`src/usl_regs.vh`:
```
// Purpose: register map, field positions and timing counts of the LON/LIN status block
// Assumes: APB with 32-bit data, 20 MHz mclk_i
// Notes:   offsets are byte addresses, one aligned word per register
//
// Functional notes
// two idle windows kept; previous frame direction picks receive or transmit value
// transmit ends frame after last CRC bit with 3 transitionless bit periods
// receive sees end of frame after programmed transitionless length
// SPI mask view only valid when mode field is 0xE or 0xF
// SPI mask bits: 19,10,9,5,1,0; one means enabled
// LIN status view only valid when mode field is 0xA or 0xB
// header timeout 31, synch tolerance 30, responder silent 29, sticky
// checksum error in bit 28, sticky until reset-status command
// comm_type 1: late collision after CRC detected (0) or ignored (1)
// terminate bit 2 set: abort sent frame on collision in comm_type 1
// collision detection only while enable bit 1 is set
// variant bit 0: zero selects comm_type 1, one selects comm_type 2
// one write of one to reset-status clears all LIN errors; zero ignored
`ifndef USL_REGS_VH
`define USL_REGS_VH

// register offsets
`define USL_OFS_CONTROL      12'h000
`define USL_OFS_MODE         12'h004
`define USL_OFS_SPI_IEN      12'h008
`define USL_OFS_SPI_IDIS     12'h00c
`define USL_OFS_SPI_MASK     12'h010
`define USL_OFS_LIN_STATUS   12'h014
`define USL_OFS_PL_MODE      12'h018
`define USL_OFS_RX_IDLE      12'h01c
`define USL_OFS_TX_IDLE      12'h020
`define USL_OFS_IRQ_STATUS   12'h024
`define USL_OFS_IRQ_MASK     12'h028

// field positions
`define USL_CTL_RST_CMD_BIT  8
`define USL_PL_VARIANT_BIT   0
`define USL_PL_COLL_EN_BIT   1
`define USL_PL_TERM_BIT      2
`define USL_PL_CDTAIL_BIT    3
`define USL_PL_FEL_LSB       16
`define USL_PL_FEL_MSB       23
`define USL_SPI_MASK_BITS    32'h0008_0623
`define USL_LIN_HTE_BIT      31
`define USL_LIN_STE_BIT      30
`define USL_LIN_SNRE_BIT     29
`define USL_LIN_CE_BIT       28

// mode field encodings
`define USL_MODE_LIN_A       4'ha
`define USL_MODE_LIN_B       4'hb
`define USL_MODE_SPI_E       4'he
`define USL_MODE_SPI_F       4'hf

// reset values
`define USL_RST_ZERO         32'h0000_0000
`define USL_RST_FEL          8'h03
`define USL_RST_IDLE         16'h0001

// timing: bit period in ns and in mclk cycles (50 ns period)
`define USL_CLK_NS           50
`define USL_BIT_NS           1000
`define USL_BIT_CYC          ((`USL_BIT_NS + `USL_CLK_NS - 1) / `USL_CLK_NS)
`define USL_EOF_TX_BITS      2'd3

`endif

```
`src/usl_eof_det.v`:
```
// Purpose: receive end-of-frame detector, counts transitionless bit periods
// Assumes: rx_line_i already synchronised, bit_en_i one-cycle pulse per bit
// Notes:   pulse on eof_o once the line stays flat for the programmed length
`timescale 1ns/1ps
module usl_eof_det (
   // clock and reset
   input  wire       mclk_i,
   input  wire       sys_rst_i,
   // timing and line
   input  wire       bit_en_i,
   input  wire       rx_line_i,
   input  wire [7:0] eof_len_i,
   // result
   output reg        eof_o,
   output reg        rx_busy_o
);

   reg        last_q;
   reg [7:0]  flat_q;

   ///////////////////////////////////////////////////////////////////
   // a transition restarts the count and marks a frame in progress
   always @(posedge mclk_i) begin
      if (sys_rst_i) begin
         last_q    <= 1'b1;
         flat_q    <= 8'h00;
         eof_o     <= 1'b0;
         rx_busy_o <= 1'b0;
      end else begin
         last_q <= rx_line_i;
         eof_o  <= 1'b0;
         if (rx_line_i != last_q) begin
            flat_q    <= 8'h00;
            rx_busy_o <= 1'b1;
         end else if (bit_en_i && rx_busy_o) begin
            // zero length treated as one bit so a frame always ends
            if (flat_q + 8'h01 >= eof_len_i) begin
               eof_o     <= 1'b1;
               rx_busy_o <= 1'b0;
               flat_q    <= 8'h00;
            end else begin
               flat_q <= flat_q + 8'h01;
            end
         end
      end
   end

endmodule

```
`src/usl_top.v`:
```
// Purpose: LON frame end, idle window and collision options; SPI mask and LIN status views
// Assumes: APB slave at 20 MHz, pins rx line and collision are asynchronous
// Notes:   answers every access with one wait state
`timescale 1ns/1ps
`include "usl_regs.vh"
module usl_top (
   // clock and reset
   input  wire        mclk_i,
   input  wire        sys_rst_i,
   // apb slave
   input  wire        psel_i,
   input  wire        penable_i,
   input  wire        pwrite_i,
   input  wire [11:0] paddr_i,
   input  wire [31:0] pwdata_i,
   output reg  [31:0] prdata_o,
   output reg         pready_o,
   output reg         pslverr_o,
   // line pins
   input  wire        rx_line_i,
   input  wire        coll_line_i,
   output reg         tx_line_o,
   output reg         tx_line_oe_o,
   // transmit data path
   input  wire        tx_start_i,
   input  wire        tx_bit_i,
   input  wire        tx_crc_done_i,
   output reg         tx_abort_o,
   output reg         idle_wait_o,
   // lin error events and spi sources
   input  wire        lin_hdr_timeout_i,
   input  wire        lin_synch_tol_i,
   input  wire        lin_resp_silent_i,
   input  wire        lin_checksum_i,
   input  wire [31:0] spi_irq_src_i,
   // interrupt
   output reg         irq_o
);

   localparam ST_IDLE  = 3'b001;
   localparam ST_FRAME = 3'b010;
   localparam ST_EOF   = 3'b100;

   // one-hot register address decode
   function is_addr;
      input [11:0] a;
      input [11:0] ofs;
      begin
         is_addr = (a == ofs);
      end
   endfunction

   reg  [3:0]  mode_q;
   reg  [31:0] spi_mask_q;
   reg  [3:0]  lin_err_q;
   reg  [3:0]  pl_cfg_q;
   reg  [7:0]  fel_q;
   reg  [15:0] rx_idle_q;
   reg  [15:0] tx_idle_q;
   reg  [3:0]  irq_sts_q;
   reg  [3:0]  irq_msk_q;
   reg  [15:0] div_q;
   reg         bit_en_q;
   reg  [1:0]  rx_sync_q;
   reg  [1:0]  col_sync_q;
   reg  [2:0]  state_q;
   reg  [1:0]  eof_cnt_q;
   reg         post_crc_q;
   reg         last_tx_q;
   reg  [15:0] idle_cnt_q;
   reg  [31:0] rd_d;
   reg         err_d;
   wire        rx_eof;
   wire        rx_busy;
   wire        wr_acc;
   wire        rd_acc;
   wire        reset_status_cmd;
   wire        lin_view;
   wire        spi_view;
   wire        coll_seen;
   wire        tx_eof_done;
   wire [3:0]  lin_evt;
   wire [3:0]  irq_evt;

   assign wr_acc   = psel_i && penable_i && pwrite_i && !pready_o;
   assign rd_acc   = psel_i && penable_i && !pwrite_i && !pready_o;
   assign reset_status_cmd = wr_acc && is_addr(paddr_i, `USL_OFS_CONTROL)
                             && pwdata_i[`USL_CTL_RST_CMD_BIT];
   assign spi_view = (mode_q == `USL_MODE_SPI_E) || (mode_q == `USL_MODE_SPI_F);
   assign lin_view = (mode_q == `USL_MODE_LIN_A) || (mode_q == `USL_MODE_LIN_B);
   assign lin_evt  = {lin_hdr_timeout_i, lin_synch_tol_i, lin_resp_silent_i, lin_checksum_i};

   ///////////////////////////////////////////////////////////////////
   // bit-period enable from a divider; no second clock in this block
   always @(posedge mclk_i) begin
      if (sys_rst_i) begin
         div_q    <= 16'h0000;
         bit_en_q <= 1'b0;
      end else if (div_q == `USL_BIT_CYC - 1) begin
         div_q    <= 16'h0000;
         bit_en_q <= 1'b1;
      end else begin
         div_q    <= div_q + 16'h0001;
         bit_en_q <= 1'b0;
      end
   end

   // two-flop synchronisers for the pins
   always @(posedge mclk_i) begin
      if (sys_rst_i) begin
         rx_sync_q  <= 2'b11;
         col_sync_q <= 2'b00;
      end else begin
         rx_sync_q  <= {rx_sync_q[0], rx_line_i};
         col_sync_q <= {col_sync_q[0], coll_line_i};
      end
   end

   ///////////////////////////////////////////////////////////////////
   // receive end of frame
   usl_eof_det u_eof (
      .mclk_i    (mclk_i),
      .sys_rst_i (sys_rst_i),
      .bit_en_i  (bit_en_q),
      .rx_line_i (rx_sync_q[1]),
      .eof_len_i (fel_q),
      .eof_o     (rx_eof),
      .rx_busy_o (rx_busy)
   );

   ///////////////////////////////////////////////////////////////////
   // collision qualification: comm_type 1 only for terminate and tail options
   assign coll_seen = col_sync_q[1] && pl_cfg_q[`USL_PL_COLL_EN_BIT]
                      && !(post_crc_q && !pl_cfg_q[`USL_PL_VARIANT_BIT]
                           && pl_cfg_q[`USL_PL_CDTAIL_BIT]);
   assign tx_eof_done = (state_q == ST_EOF) && bit_en_q && (eof_cnt_q == `USL_EOF_TX_BITS - 2'd1);

   // transmit frame sequencer
   always @(posedge mclk_i) begin
      if (sys_rst_i) begin
         state_q      <= ST_IDLE;
         eof_cnt_q    <= 2'd0;
         post_crc_q   <= 1'b0;
         tx_line_o    <= 1'b1;
         tx_line_oe_o <= 1'b0;
         tx_abort_o   <= 1'b0;
      end else begin
         tx_abort_o <= 1'b0;
         case (state_q)
            ST_IDLE: begin
               tx_line_oe_o <= 1'b0;
               post_crc_q   <= 1'b0;
               if (tx_start_i && !idle_wait_o && !rx_busy) begin
                  state_q      <= ST_FRAME;
                  tx_line_oe_o <= 1'b1;
               end
            end
            ST_FRAME: begin
               tx_line_o <= tx_bit_i;
               // terminate only applies to comm_type 1 (variant bit zero)
               if (coll_seen && !pl_cfg_q[`USL_PL_VARIANT_BIT]
                   && pl_cfg_q[`USL_PL_TERM_BIT]) begin
                  state_q    <= ST_IDLE;
                  tx_abort_o <= 1'b1;
               end else if (tx_crc_done_i) begin
                  state_q    <= ST_EOF;
                  eof_cnt_q  <= 2'd0;
                  post_crc_q <= 1'b1;
               end
            end
            ST_EOF: begin
               // line held as last driven: a 3-bit code violation
               // a late collision cuts the frame only in comm_type 1 with terminate set, unless told to ignore it
               if (coll_seen && !pl_cfg_q[`USL_PL_VARIANT_BIT]
                   && pl_cfg_q[`USL_PL_TERM_BIT]) begin
                  state_q    <= ST_IDLE;
                  tx_abort_o <= 1'b1;
               end else if (bit_en_q) begin
                  if (tx_eof_done) begin
                     state_q      <= ST_IDLE;
                     tx_line_oe_o <= 1'b0;
                  end else begin
                     eof_cnt_q <= eof_cnt_q + 2'd1;
                  end
               end
            end
            default: state_q <= ST_IDLE;
         endcase
      end
   end

   ///////////////////////////////////////////////////////////////////
   // idle window after a frame; length depends on previous frame direction
   always @(posedge mclk_i) begin
      if (sys_rst_i) begin
         last_tx_q   <= 1'b0;
         idle_cnt_q  <= 16'h0000;
         idle_wait_o <= 1'b0;
      end else if (tx_eof_done || tx_abort_o) begin
         last_tx_q   <= 1'b1;
         idle_cnt_q  <= tx_idle_q;
         idle_wait_o <= 1'b1;
      end else if (rx_eof) begin
         last_tx_q   <= 1'b0;
         idle_cnt_q  <= rx_idle_q;
         idle_wait_o <= 1'b1;
      end else if (idle_wait_o && bit_en_q) begin
         if (idle_cnt_q <= 16'h0001) begin
            idle_cnt_q  <= 16'h0000;
            idle_wait_o <= 1'b0;
         end else begin
            idle_cnt_q <= idle_cnt_q - 16'h0001;
         end
      end
   end

   ///////////////////////////////////////////////////////////////////
   // sticky lin errors; a new error beats the clear in the same cycle
   always @(posedge mclk_i) begin
      if (sys_rst_i) begin
         lin_err_q <= 4'h0;
      end else begin
         lin_err_q <= (reset_status_cmd ? 4'h0 : lin_err_q) | lin_evt;
      end
   end

   // interrupt status: tx eof, rx eof, collision, any lin error
   assign irq_evt = {|lin_evt, coll_seen && (state_q != ST_IDLE), rx_eof, tx_eof_done};
   always @(posedge mclk_i) begin
      if (sys_rst_i) begin
         irq_sts_q <= 4'h0;
         irq_o     <= 1'b0;
      end else begin
         if (wr_acc && is_addr(paddr_i, `USL_OFS_IRQ_STATUS)) begin
            irq_sts_q <= (irq_sts_q & ~pwdata_i[3:0]) | irq_evt;
         end else begin
            irq_sts_q <= irq_sts_q | irq_evt;
         end
         irq_o <= |(irq_sts_q & irq_msk_q);
      end
   end

   ///////////////////////////////////////////////////////////////////
   // register writes
   always @(posedge mclk_i) begin
      if (sys_rst_i) begin
         mode_q     <= 4'h0;
         spi_mask_q <= `USL_RST_ZERO;
         pl_cfg_q   <= 4'h0;
         fel_q      <= `USL_RST_FEL;
         rx_idle_q  <= `USL_RST_IDLE;
         tx_idle_q  <= `USL_RST_IDLE;
         irq_msk_q  <= 4'h0;
      end else if (wr_acc) begin
         if (is_addr(paddr_i, `USL_OFS_MODE)) begin
            mode_q <= pwdata_i[3:0];
         end else if (is_addr(paddr_i, `USL_OFS_SPI_IEN)) begin
            spi_mask_q <= spi_mask_q | (pwdata_i & `USL_SPI_MASK_BITS);
         end else if (is_addr(paddr_i, `USL_OFS_SPI_IDIS)) begin
            spi_mask_q <= spi_mask_q & ~(pwdata_i & `USL_SPI_MASK_BITS);
         end else if (is_addr(paddr_i, `USL_OFS_PL_MODE)) begin
            pl_cfg_q <= pwdata_i[3:0];
            fel_q    <= pwdata_i[`USL_PL_FEL_MSB:`USL_PL_FEL_LSB];
         end else if (is_addr(paddr_i, `USL_OFS_RX_IDLE)) begin
            rx_idle_q <= pwdata_i[15:0];
         end else if (is_addr(paddr_i, `USL_OFS_TX_IDLE)) begin
            tx_idle_q <= pwdata_i[15:0];
         end else if (is_addr(paddr_i, `USL_OFS_IRQ_MASK)) begin
            irq_msk_q <= pwdata_i[3:0];
         end
      end
   end

   ///////////////////////////////////////////////////////////////////
   // read mux and unmapped detection
   always @* begin
      rd_d  = 32'h0000_0000;
      err_d = 1'b0;
      if (is_addr(paddr_i, `USL_OFS_CONTROL)) begin
         rd_d = 32'h0000_0000;
      end else if (is_addr(paddr_i, `USL_OFS_MODE)) begin
         rd_d = {28'h000_0000, mode_q};
      end else if (is_addr(paddr_i, `USL_OFS_SPI_IEN) || is_addr(paddr_i, `USL_OFS_SPI_IDIS)) begin
         rd_d = 32'h0000_0000;
      end else if (is_addr(paddr_i, `USL_OFS_SPI_MASK)) begin
         // spi view reads zero outside spi modes
         rd_d = spi_view ? spi_mask_q : 32'h0000_0000;
      end else if (is_addr(paddr_i, `USL_OFS_LIN_STATUS)) begin
         rd_d = lin_view ? {lin_err_q, 28'h000_0000} : 32'h0000_0000;
      end else if (is_addr(paddr_i, `USL_OFS_PL_MODE)) begin
         rd_d = {8'h00, fel_q, 12'h000, pl_cfg_q};
      end else if (is_addr(paddr_i, `USL_OFS_RX_IDLE)) begin
         rd_d = {16'h0000, rx_idle_q};
      end else if (is_addr(paddr_i, `USL_OFS_TX_IDLE)) begin
         rd_d = {16'h0000, tx_idle_q};
      end else if (is_addr(paddr_i, `USL_OFS_IRQ_STATUS)) begin
         rd_d = {28'h000_0000, irq_sts_q};
      end else if (is_addr(paddr_i, `USL_OFS_IRQ_MASK)) begin
         rd_d = {28'h000_0000, irq_msk_q};
      end else begin
         err_d = 1'b1;
      end
   end

   // one wait state keeps the read mux off the bus timing path
   always @(posedge mclk_i) begin
      if (sys_rst_i) begin
         pready_o  <= 1'b0;
         pslverr_o <= 1'b0;
         prdata_o  <= 32'h0000_0000;
      end else if (psel_i && penable_i && !pready_o) begin
         pready_o  <= 1'b1;
         pslverr_o <= err_d;
         prdata_o  <= rd_acc ? rd_d : 32'h0000_0000;
      end else begin
         pready_o  <= 1'b0;
         pslverr_o <= 1'b0;
      end
   end

endmodule

```
`config.mk`:
```
export PLATFORM = sky130hd
export DESIGN_NAME = usl_top
export DESIGN_NICKNAME = d
export VERILOG_FILES = /design/src/usl_eof_det.v /design/src/usl_top.v
export VERILOG_INCLUDE_DIRS = /design/src /design/src/src
export SDC_FILE = /design/constraint.sdc
export NUM_CORES = 1
export LEC_CHECK = 0
export ABC_AREA = 1
export BUFFER_PORTS_ARGS = -buffer_cell sky130_fd_sc_hd__buf_2
export CORE_MARGIN = 10
export CORE_UTILIZATION = 60
export DETAILED_ROUTE_END_ITERATION = 16
export PLACE_DENSITY_LB_ADDON = 0.08
export SKIP_CTS_REPAIR_TIMING = 1
export SLEW_MARGIN = 10
export SYNTH_ARGS = -nofsm -noshare
export SYNTH_HDL_FRONTEND = slang
export SYNTH_HIERARCHICAL = 1
export SYNTH_SLANG_ARGS = --single-unit
```
`constraint.sdc`:
```
create_clock -name mclk_i -period 5.9 [get_ports mclk_i]
set_clock_uncertainty 0.05 [all_clocks]
set_input_delay 0.59 -clock mclk_i [delete_from_list [all_inputs] [get_ports mclk_i]]
set_output_delay 0.59 -clock mclk_i [all_outputs]
set_load 0.03 [all_outputs]
```
**Word-level counts from Yosys, hierarchy flattened**

Index checks and enable logic that the tools add are counted.
W data, S select, Z words.

- Reductions and logical operators: 61
- Multiplexer cells: 55
- Add/sub/neg operators: 4
- Equal/unequal tests: 31
- Bitwise logic cells: 18
- Div/mod/pow operators: 0
- Shifts and indexed selects: 0
- Multiply operators: 0
- $lt $le $gt $ge: 2

Operators with widths:

| kind | count |
|---|---|
| $mux W32 | 10 |
| $mux W16 | 6 |
| $eq A12 B5 Y1 const B | 4 |
| $eq A12 B6 Y1 const B | 3 |
| $and A32 B32 Y32 | 1 |
| $not A20 Y32 | 1 |
| $or A32 B20 Y32 | 1 |
| $eq A12 B4 Y1 const B | 2 |
| $mux W24 | 1 |
| $logic_and A1 B1 Y1 | 22 |
| $mux W1 | 18 |
| $mux W3 | 6 |
| $add A16 B1 Y16 const B | 1 |
| $eq A16 B5 Y1 const B | 1 |
| $eq A4 B4 Y1 const B | 4 |
| $le A16 B1 Y1 const B | 1 |
| $mux W4 | 4 |
| $sub A16 B1 Y16 const B | 1 |
| $ne A2 B2 Y1 const B | 7 |
| $eq A12 B3 Y1 const B | 1 |
| $logic_not A12 Y1 | 1 |
| $or A4 B4 Y4 | 3 |
| $reduce_and A6 Y1 | 2 |
| $reduce_bool A2 Y1 | 6 |
| 32 further kinds | 64 |

- Memories kept: 0
- Register bits after elaboration: 185
- Latch bits: 0
- Bits of input ports: 90
- Logic and storage cells: 200
- Bits in read-only memories: 0
- Bits in writable memories: 0
- Output and inout bits: 39

**Logic depth before layout (Yosys ltp)**

- Word-level depth: 12
- Gate-level depth with buffers: 15
- Gate-level depth less buffers: 15

**Cells and area by module**

Netlist, hierarchy kept.

By module, submodules not included:

| module | area each (µm²) | seq. area each (µm²) | instances | cells each |
|---|---|---|---|---|
| usl_top | 6827.8 | 2882.8 | 1 | 925 |
| usl_eof_det | 758.2 | 220.2 | 1 | 107 |

**Least setup slack after synthesis**

OpenSTA, ideal clock, no wires.

- Kind: reg-to-reg
- From: reg u_eof.flat_q[0]
- To: reg u_eof.flat_q[0]
- Setup time: 0.115 ns
- Path buffers: 0
- Stages on the path, launching flop included: 13
- Data required time: 5.735 ns
- Setup slack: 3.954 ns
- Clock period less this slack: 1.946 ns
- Arrival time: 1.781 ns
- Cell sequence: dfxtp_1 -> ha_1 -> nand2_1 -> nor2_1 -> nand3_1 -> nand2_1 -> inv_2 -> ha_1 -> nand2_1 -> o21a_1 -> nand2_1 -> nor2_1 -> o21a_1

- Longest elaborated chain between the ends: 3

Ends and longest elaborated chain:

| what | line | RTL |
|---|---|---|
| from (decl) | usl_eof_det.v:19 | `reg [7:0] flat_q;` |
| from (signal assigned) | usl_eof_det.v:42 | `flat_q <= flat_q + 8'h01;` |
| $add A8 B1 Y8 (*) | usl_eof_det.v:37, usl_eof_det.v:42 |  |
| $ge A8 B8 Y1 | usl_eof_det.v:37 | `if (flat_q + 8'h01 >= eof_len_i) begin` |
| $mux W8 (*) | usl_eof_det.v:37 |  |

Every way passes the cells marked *; elsewhere a longest branch is shown, timed or not.
A chain may end at the register's enable or synchronous reset.

**Final worst setup path**

- From: reg pready_o
- To: reg fel_q[4]

- Longest elaborated chain between the ends: 3

Ends and longest elaborated chain:

| what | line | RTL |
|---|---|---|
| from (decl) | usl_top.v:17 | `output reg pready_o,` |
| from (signal assigned) | usl_top.v:308 | `pready_o <= 1'b0;` |
| from (signal assigned) | usl_top.v:312 | `pready_o <= 1'b1;` |
| from (signal assigned) | usl_top.v:316 | `pready_o <= 1'b0;` |
| $logic_not A1 Y1 | usl_top.v:85 | `assign wr_acc = psel_i && penable_i && pwrite_i && !pready_o;` |
| $logic_and A1 B1 Y1 | usl_top.v:85 |  |
| $reduce_and A5 Y1 (no line) | - |  |
| to (signal assigned) | usl_top.v:250 | `` fel_q <= `USL_RST_FEL; `` |
| to (signal assigned) | usl_top.v:263 | `` fel_q <= pwdata_i[`USL_PL_FEL_MSB:`USL_PL_FEL_LSB]; `` |
| to (decl) | usl_top.v:57 | `reg [7:0] fel_q;` |

Every way passes these cells.

==> flow_summary_export.csv <==
group,metric,value,unit
synthesis,synth-edff-count,0,
sta,slew_headroom,0.388,
global_routing,grt_overflow,0,
drt,drt_iter0_markers,536,
drt,wl_per_cell,15.5,um
cts,cts_tree,"done",
finish,num_antenna_cells,0,
finish,drive_above_1_share,0.161,
finish,fin_util,0.687,
synthesis,synthSimpleGateAreaFrac,0.243,
synthesis,synthMuxAreaShare,0,
synthesis,postSynthAreaPerCell,7.35,um2
floorplanning,initial_utilization,0.606,
drt,drcViolationCount,0,
sta,setup_tns,0,ns
sta,finalCritPeriodShare,0.397,
place,place_inst,1255,
synthesis,ys_warn_count,6,
cts,cts-root-buf,"clkbuf_16",
critical_path,worstSetupStartpointType,"flip-flop",
synthesis,ys.flop_type,"dfxtp_1",
critical_path,cp.arrival,2.59,ns
place,placed_cell_area,8050,um2
drt,dr.pass1.iters,5,
finish,final_cell_mix,"nand2_1, dfxtp_1, inv_1, a21oi_1, nor2_1",
synthesis,ys_seq_elements,155,
finish,design_area,8600,um2
sta,finalCriticalPeriod,2.34,ns
synthesis,ys_async_sr_fraction,0,
floorplanning,io_pins,129,
finish,fin_cells,1286,
cts,htree_num_levels,4,
drt,antenna_left,0,
cts,clkSinkCount,155,
power_and_ir_drop,fin_total_pwr,0.00229,W
min_path,hp-class,"in -> reg",
finish,layout_commonest_cell,"nand2_1",
synthesis,synth-xor-area-share,0.0229,
finish,n_fill_cell,1145,
cts,cts_buffers,17,
cts,path_clk_slew,0.06,ns
critical_path,rr_worst_depth,9,
synthesis,ys_seq_area_frac,0.409,
critical_path,worstPathRequired,6.14,ns
sta,rsz0062_at_grt,"no",
place,io_buffers,84,
sta,report.final.slew_viol_count,0,
sta,setup_viol_count_final,0,
synthesis,synthAdderAreaFrac,0.0214,
global_routing,grtUsageTotal,0.229,
finish,fin_nets,1205,
critical_path,critPathMaxFanout,31,
place,hpwl,14.2,mm
finish,area_growth,13.4,%
global_routing,grt_max_degree,52,
drt,totalWireLength,20.0,mm
job,maxCapViolCount,0,
drt,vias,6932,
floorplanning,die_x,132,um
cts,clock_latency,0.43,ns
power_and_ir_drop,leakagePower,3.56,nW
sta,tightestPinTransition,0.919,ns
power_and_ir_drop,power_density,266,nW/um2
status,outcome,"complete, no violations",
global_routing,antenna_found_initial,0,
floorplanning,rows,41,
critical_path,crit_path_end_kind,"flip-flop",
global_routing,grt_pass1_wl,33.1,mm
sta,max_freq,0.426,GHz
floorplanning,die-height,132,um
critical_path,rrSetupSlack,3.56,ns
power_and_ir_drop,ir_drop,0.000234,V
critical_path,critPathKind,"reg -> reg",
global_routing,grt_pass1_vias,6584,
synthesis,synth_top_family_by_area,"simple AND/OR/NAND/NOR gates",
drt,viasPerCell,5.39,
sta,hold_violations,0,
synthesis,synth_compound_area_frac,0.205,
floorplanning,dieArea,17500,um2
synthesis,syn_inst,1032,
synthesis,syn_area,7590,um2
floorplanning,coreArea,12500,um2
cts,clk_path_buf_depth,2,
synthesis,ys_types,45,
place,gp_congestion,0.975,
min_path,hold-path-cell-count,2,
-- stage by stage --
stage	setup WS (ns)	hold WS, ns
after floorplan	3.95	0.338
after global placement	3.26	0.350
after detailed placement	3.24	0.352
after CTS	3.59	0.292
after global routing	3.32	0.291
final	3.56	0.298
-- routing by layer --
layer	vias to the layer above	global-route usage	wire (um)
li1	3553	-	-
met1	3134	0.287	9120
met2	214	0.377	9140
met3	31	0.0568	1260
met4	0	0.0776	460
met5	-	0	0
-- logic make-up after synthesis --
family	count (synthesis)
and+or+nand+nor	396
DFF	155
AOI/OAI and AO/OA	270
xor gates and xnor gates	19
adders and majority gates	13
other	1
buffers and inverters	178
-- flip-flops by register name, summed over array words and instances (netlist names), 2 cells and up, named ones only --
| register | flops |
|---|---|
| prdata_o | 28 |
| div_q | 16 |
| idle_cnt_q | 16 |
| rx_idle_q | 16 |
| tx_idle_q | 16 |
| fel_q | 8 |
| u_eof/flat_q | 8 |
| irq_msk_q | 4 |
| irq_sts_q | 4 |
| lin_err_q | 4 |
| mode_q | 4 |
| pl_cfg_q | 4 |
| state_q | 3 |
| col_sync_q | 2 |
| eof_cnt_q | 2 |
| rx_sync_q | 2 |
-- synthesized netlist by cell type, types with 2 or more instances --
| cell | n | area share |
|---|---|---|
| nand2_1 | 168 | 0.083 |
| dfxtp_1 | 155 | 0.41 |
| a21oi_1 | 128 | 0.084 |
| inv_1 | 128 | 0.063 |
| nor2_1 | 98 | 0.048 |
| o21ai_0 | 81 | 0.053 |
| nand3_1 | 49 | 0.032 |
| clkbuf_1 | 19 | 0.0094 |
| nor3_1 | 18 | 0.012 |
| nand4_1 | 16 | 0.013 |
| a211oi_2 | 15 | 0.025 |
| o22ai_1 | 14 | 0.012 |
| ha_1 | 13 | 0.021 |
| xor2_1 | 11 | 0.013 |
| buf_4 | 8 | 0.0079 |
| inv_2 | 8 | 0.0040 |
| o21a_1 | 8 | 0.0079 |
| buf_2 | 7 | 0.0046 |
| nand2_2 | 7 | 0.0058 |
| nor2_2 | 7 | 0.0058 |
| o21ai_1 | 7 | 0.0046 |
| xnor2_1 | 7 | 0.0081 |
| a211oi_1 | 6 | 0.0059 |
| nor2_4 | 6 | 0.0089 |
| o211ai_1 | 5 | 0.0049 |
| or2_2 | 5 | 0.0041 |
| buf_6 | 4 | 0.0059 |
| nand2_4 | 3 | 0.0045 |
| nand3_2 | 3 | 0.0040 |
| nand3b_1 | 3 | 0.0030 |
| nor3_2 | 3 | 0.0040 |
| nor3_4 | 3 | 0.0064 |
| nor4_1 | 3 | 0.0025 |
| o221ai_1 | 3 | 0.0035 |
| buf_1 | 2 | 0.00099 |
| or2_0 | 2 | 0.0016 |
-- final timing paths --
path,end,start
max,fel_q[4],pready_o
min,rx_sync_q[0],rx_line_i
max reg2reg,fel_q[4],pready_o
min reg2reg,col_sync_q[1],col_sync_q[0]
-- layout make-up --
class | instances | area, um2 | area share
clock buffer | 23 | 458 | 0.0533
clock inverter | 8 | 95.1 | 0.0111
inverter | 138 | 520 | 0.0605
multi-input combinational | 702 | 3760 | 0.437
sequential | 155 | 3100 | 0.361
tap | 172 | 215 | 0.0250
timing repair buffer | 88 | 450 | 0.0524
-- power breakdown --
part	total (W)	switching [W]	internal (W)
clock network	0.00104	0.000414	0.000628
logic	0.000166	0.000113	0.0000530
registers	0.00108	0.0000150	0.00107
-- worst max-delay path: stages, from the launching register on --
cell	delay [ns]
dfxtp_1	0.31
nor2_1	0.10
inv_1	0.04
buf_4	0.23
nor2_1	0.42
nand2_4	0.13
inv_4	0.12
nand3_2	0.37
o21ai_0	0.35
a21oi_1	0.07
No activity file was read; power rests on OpenSTA's default activity.
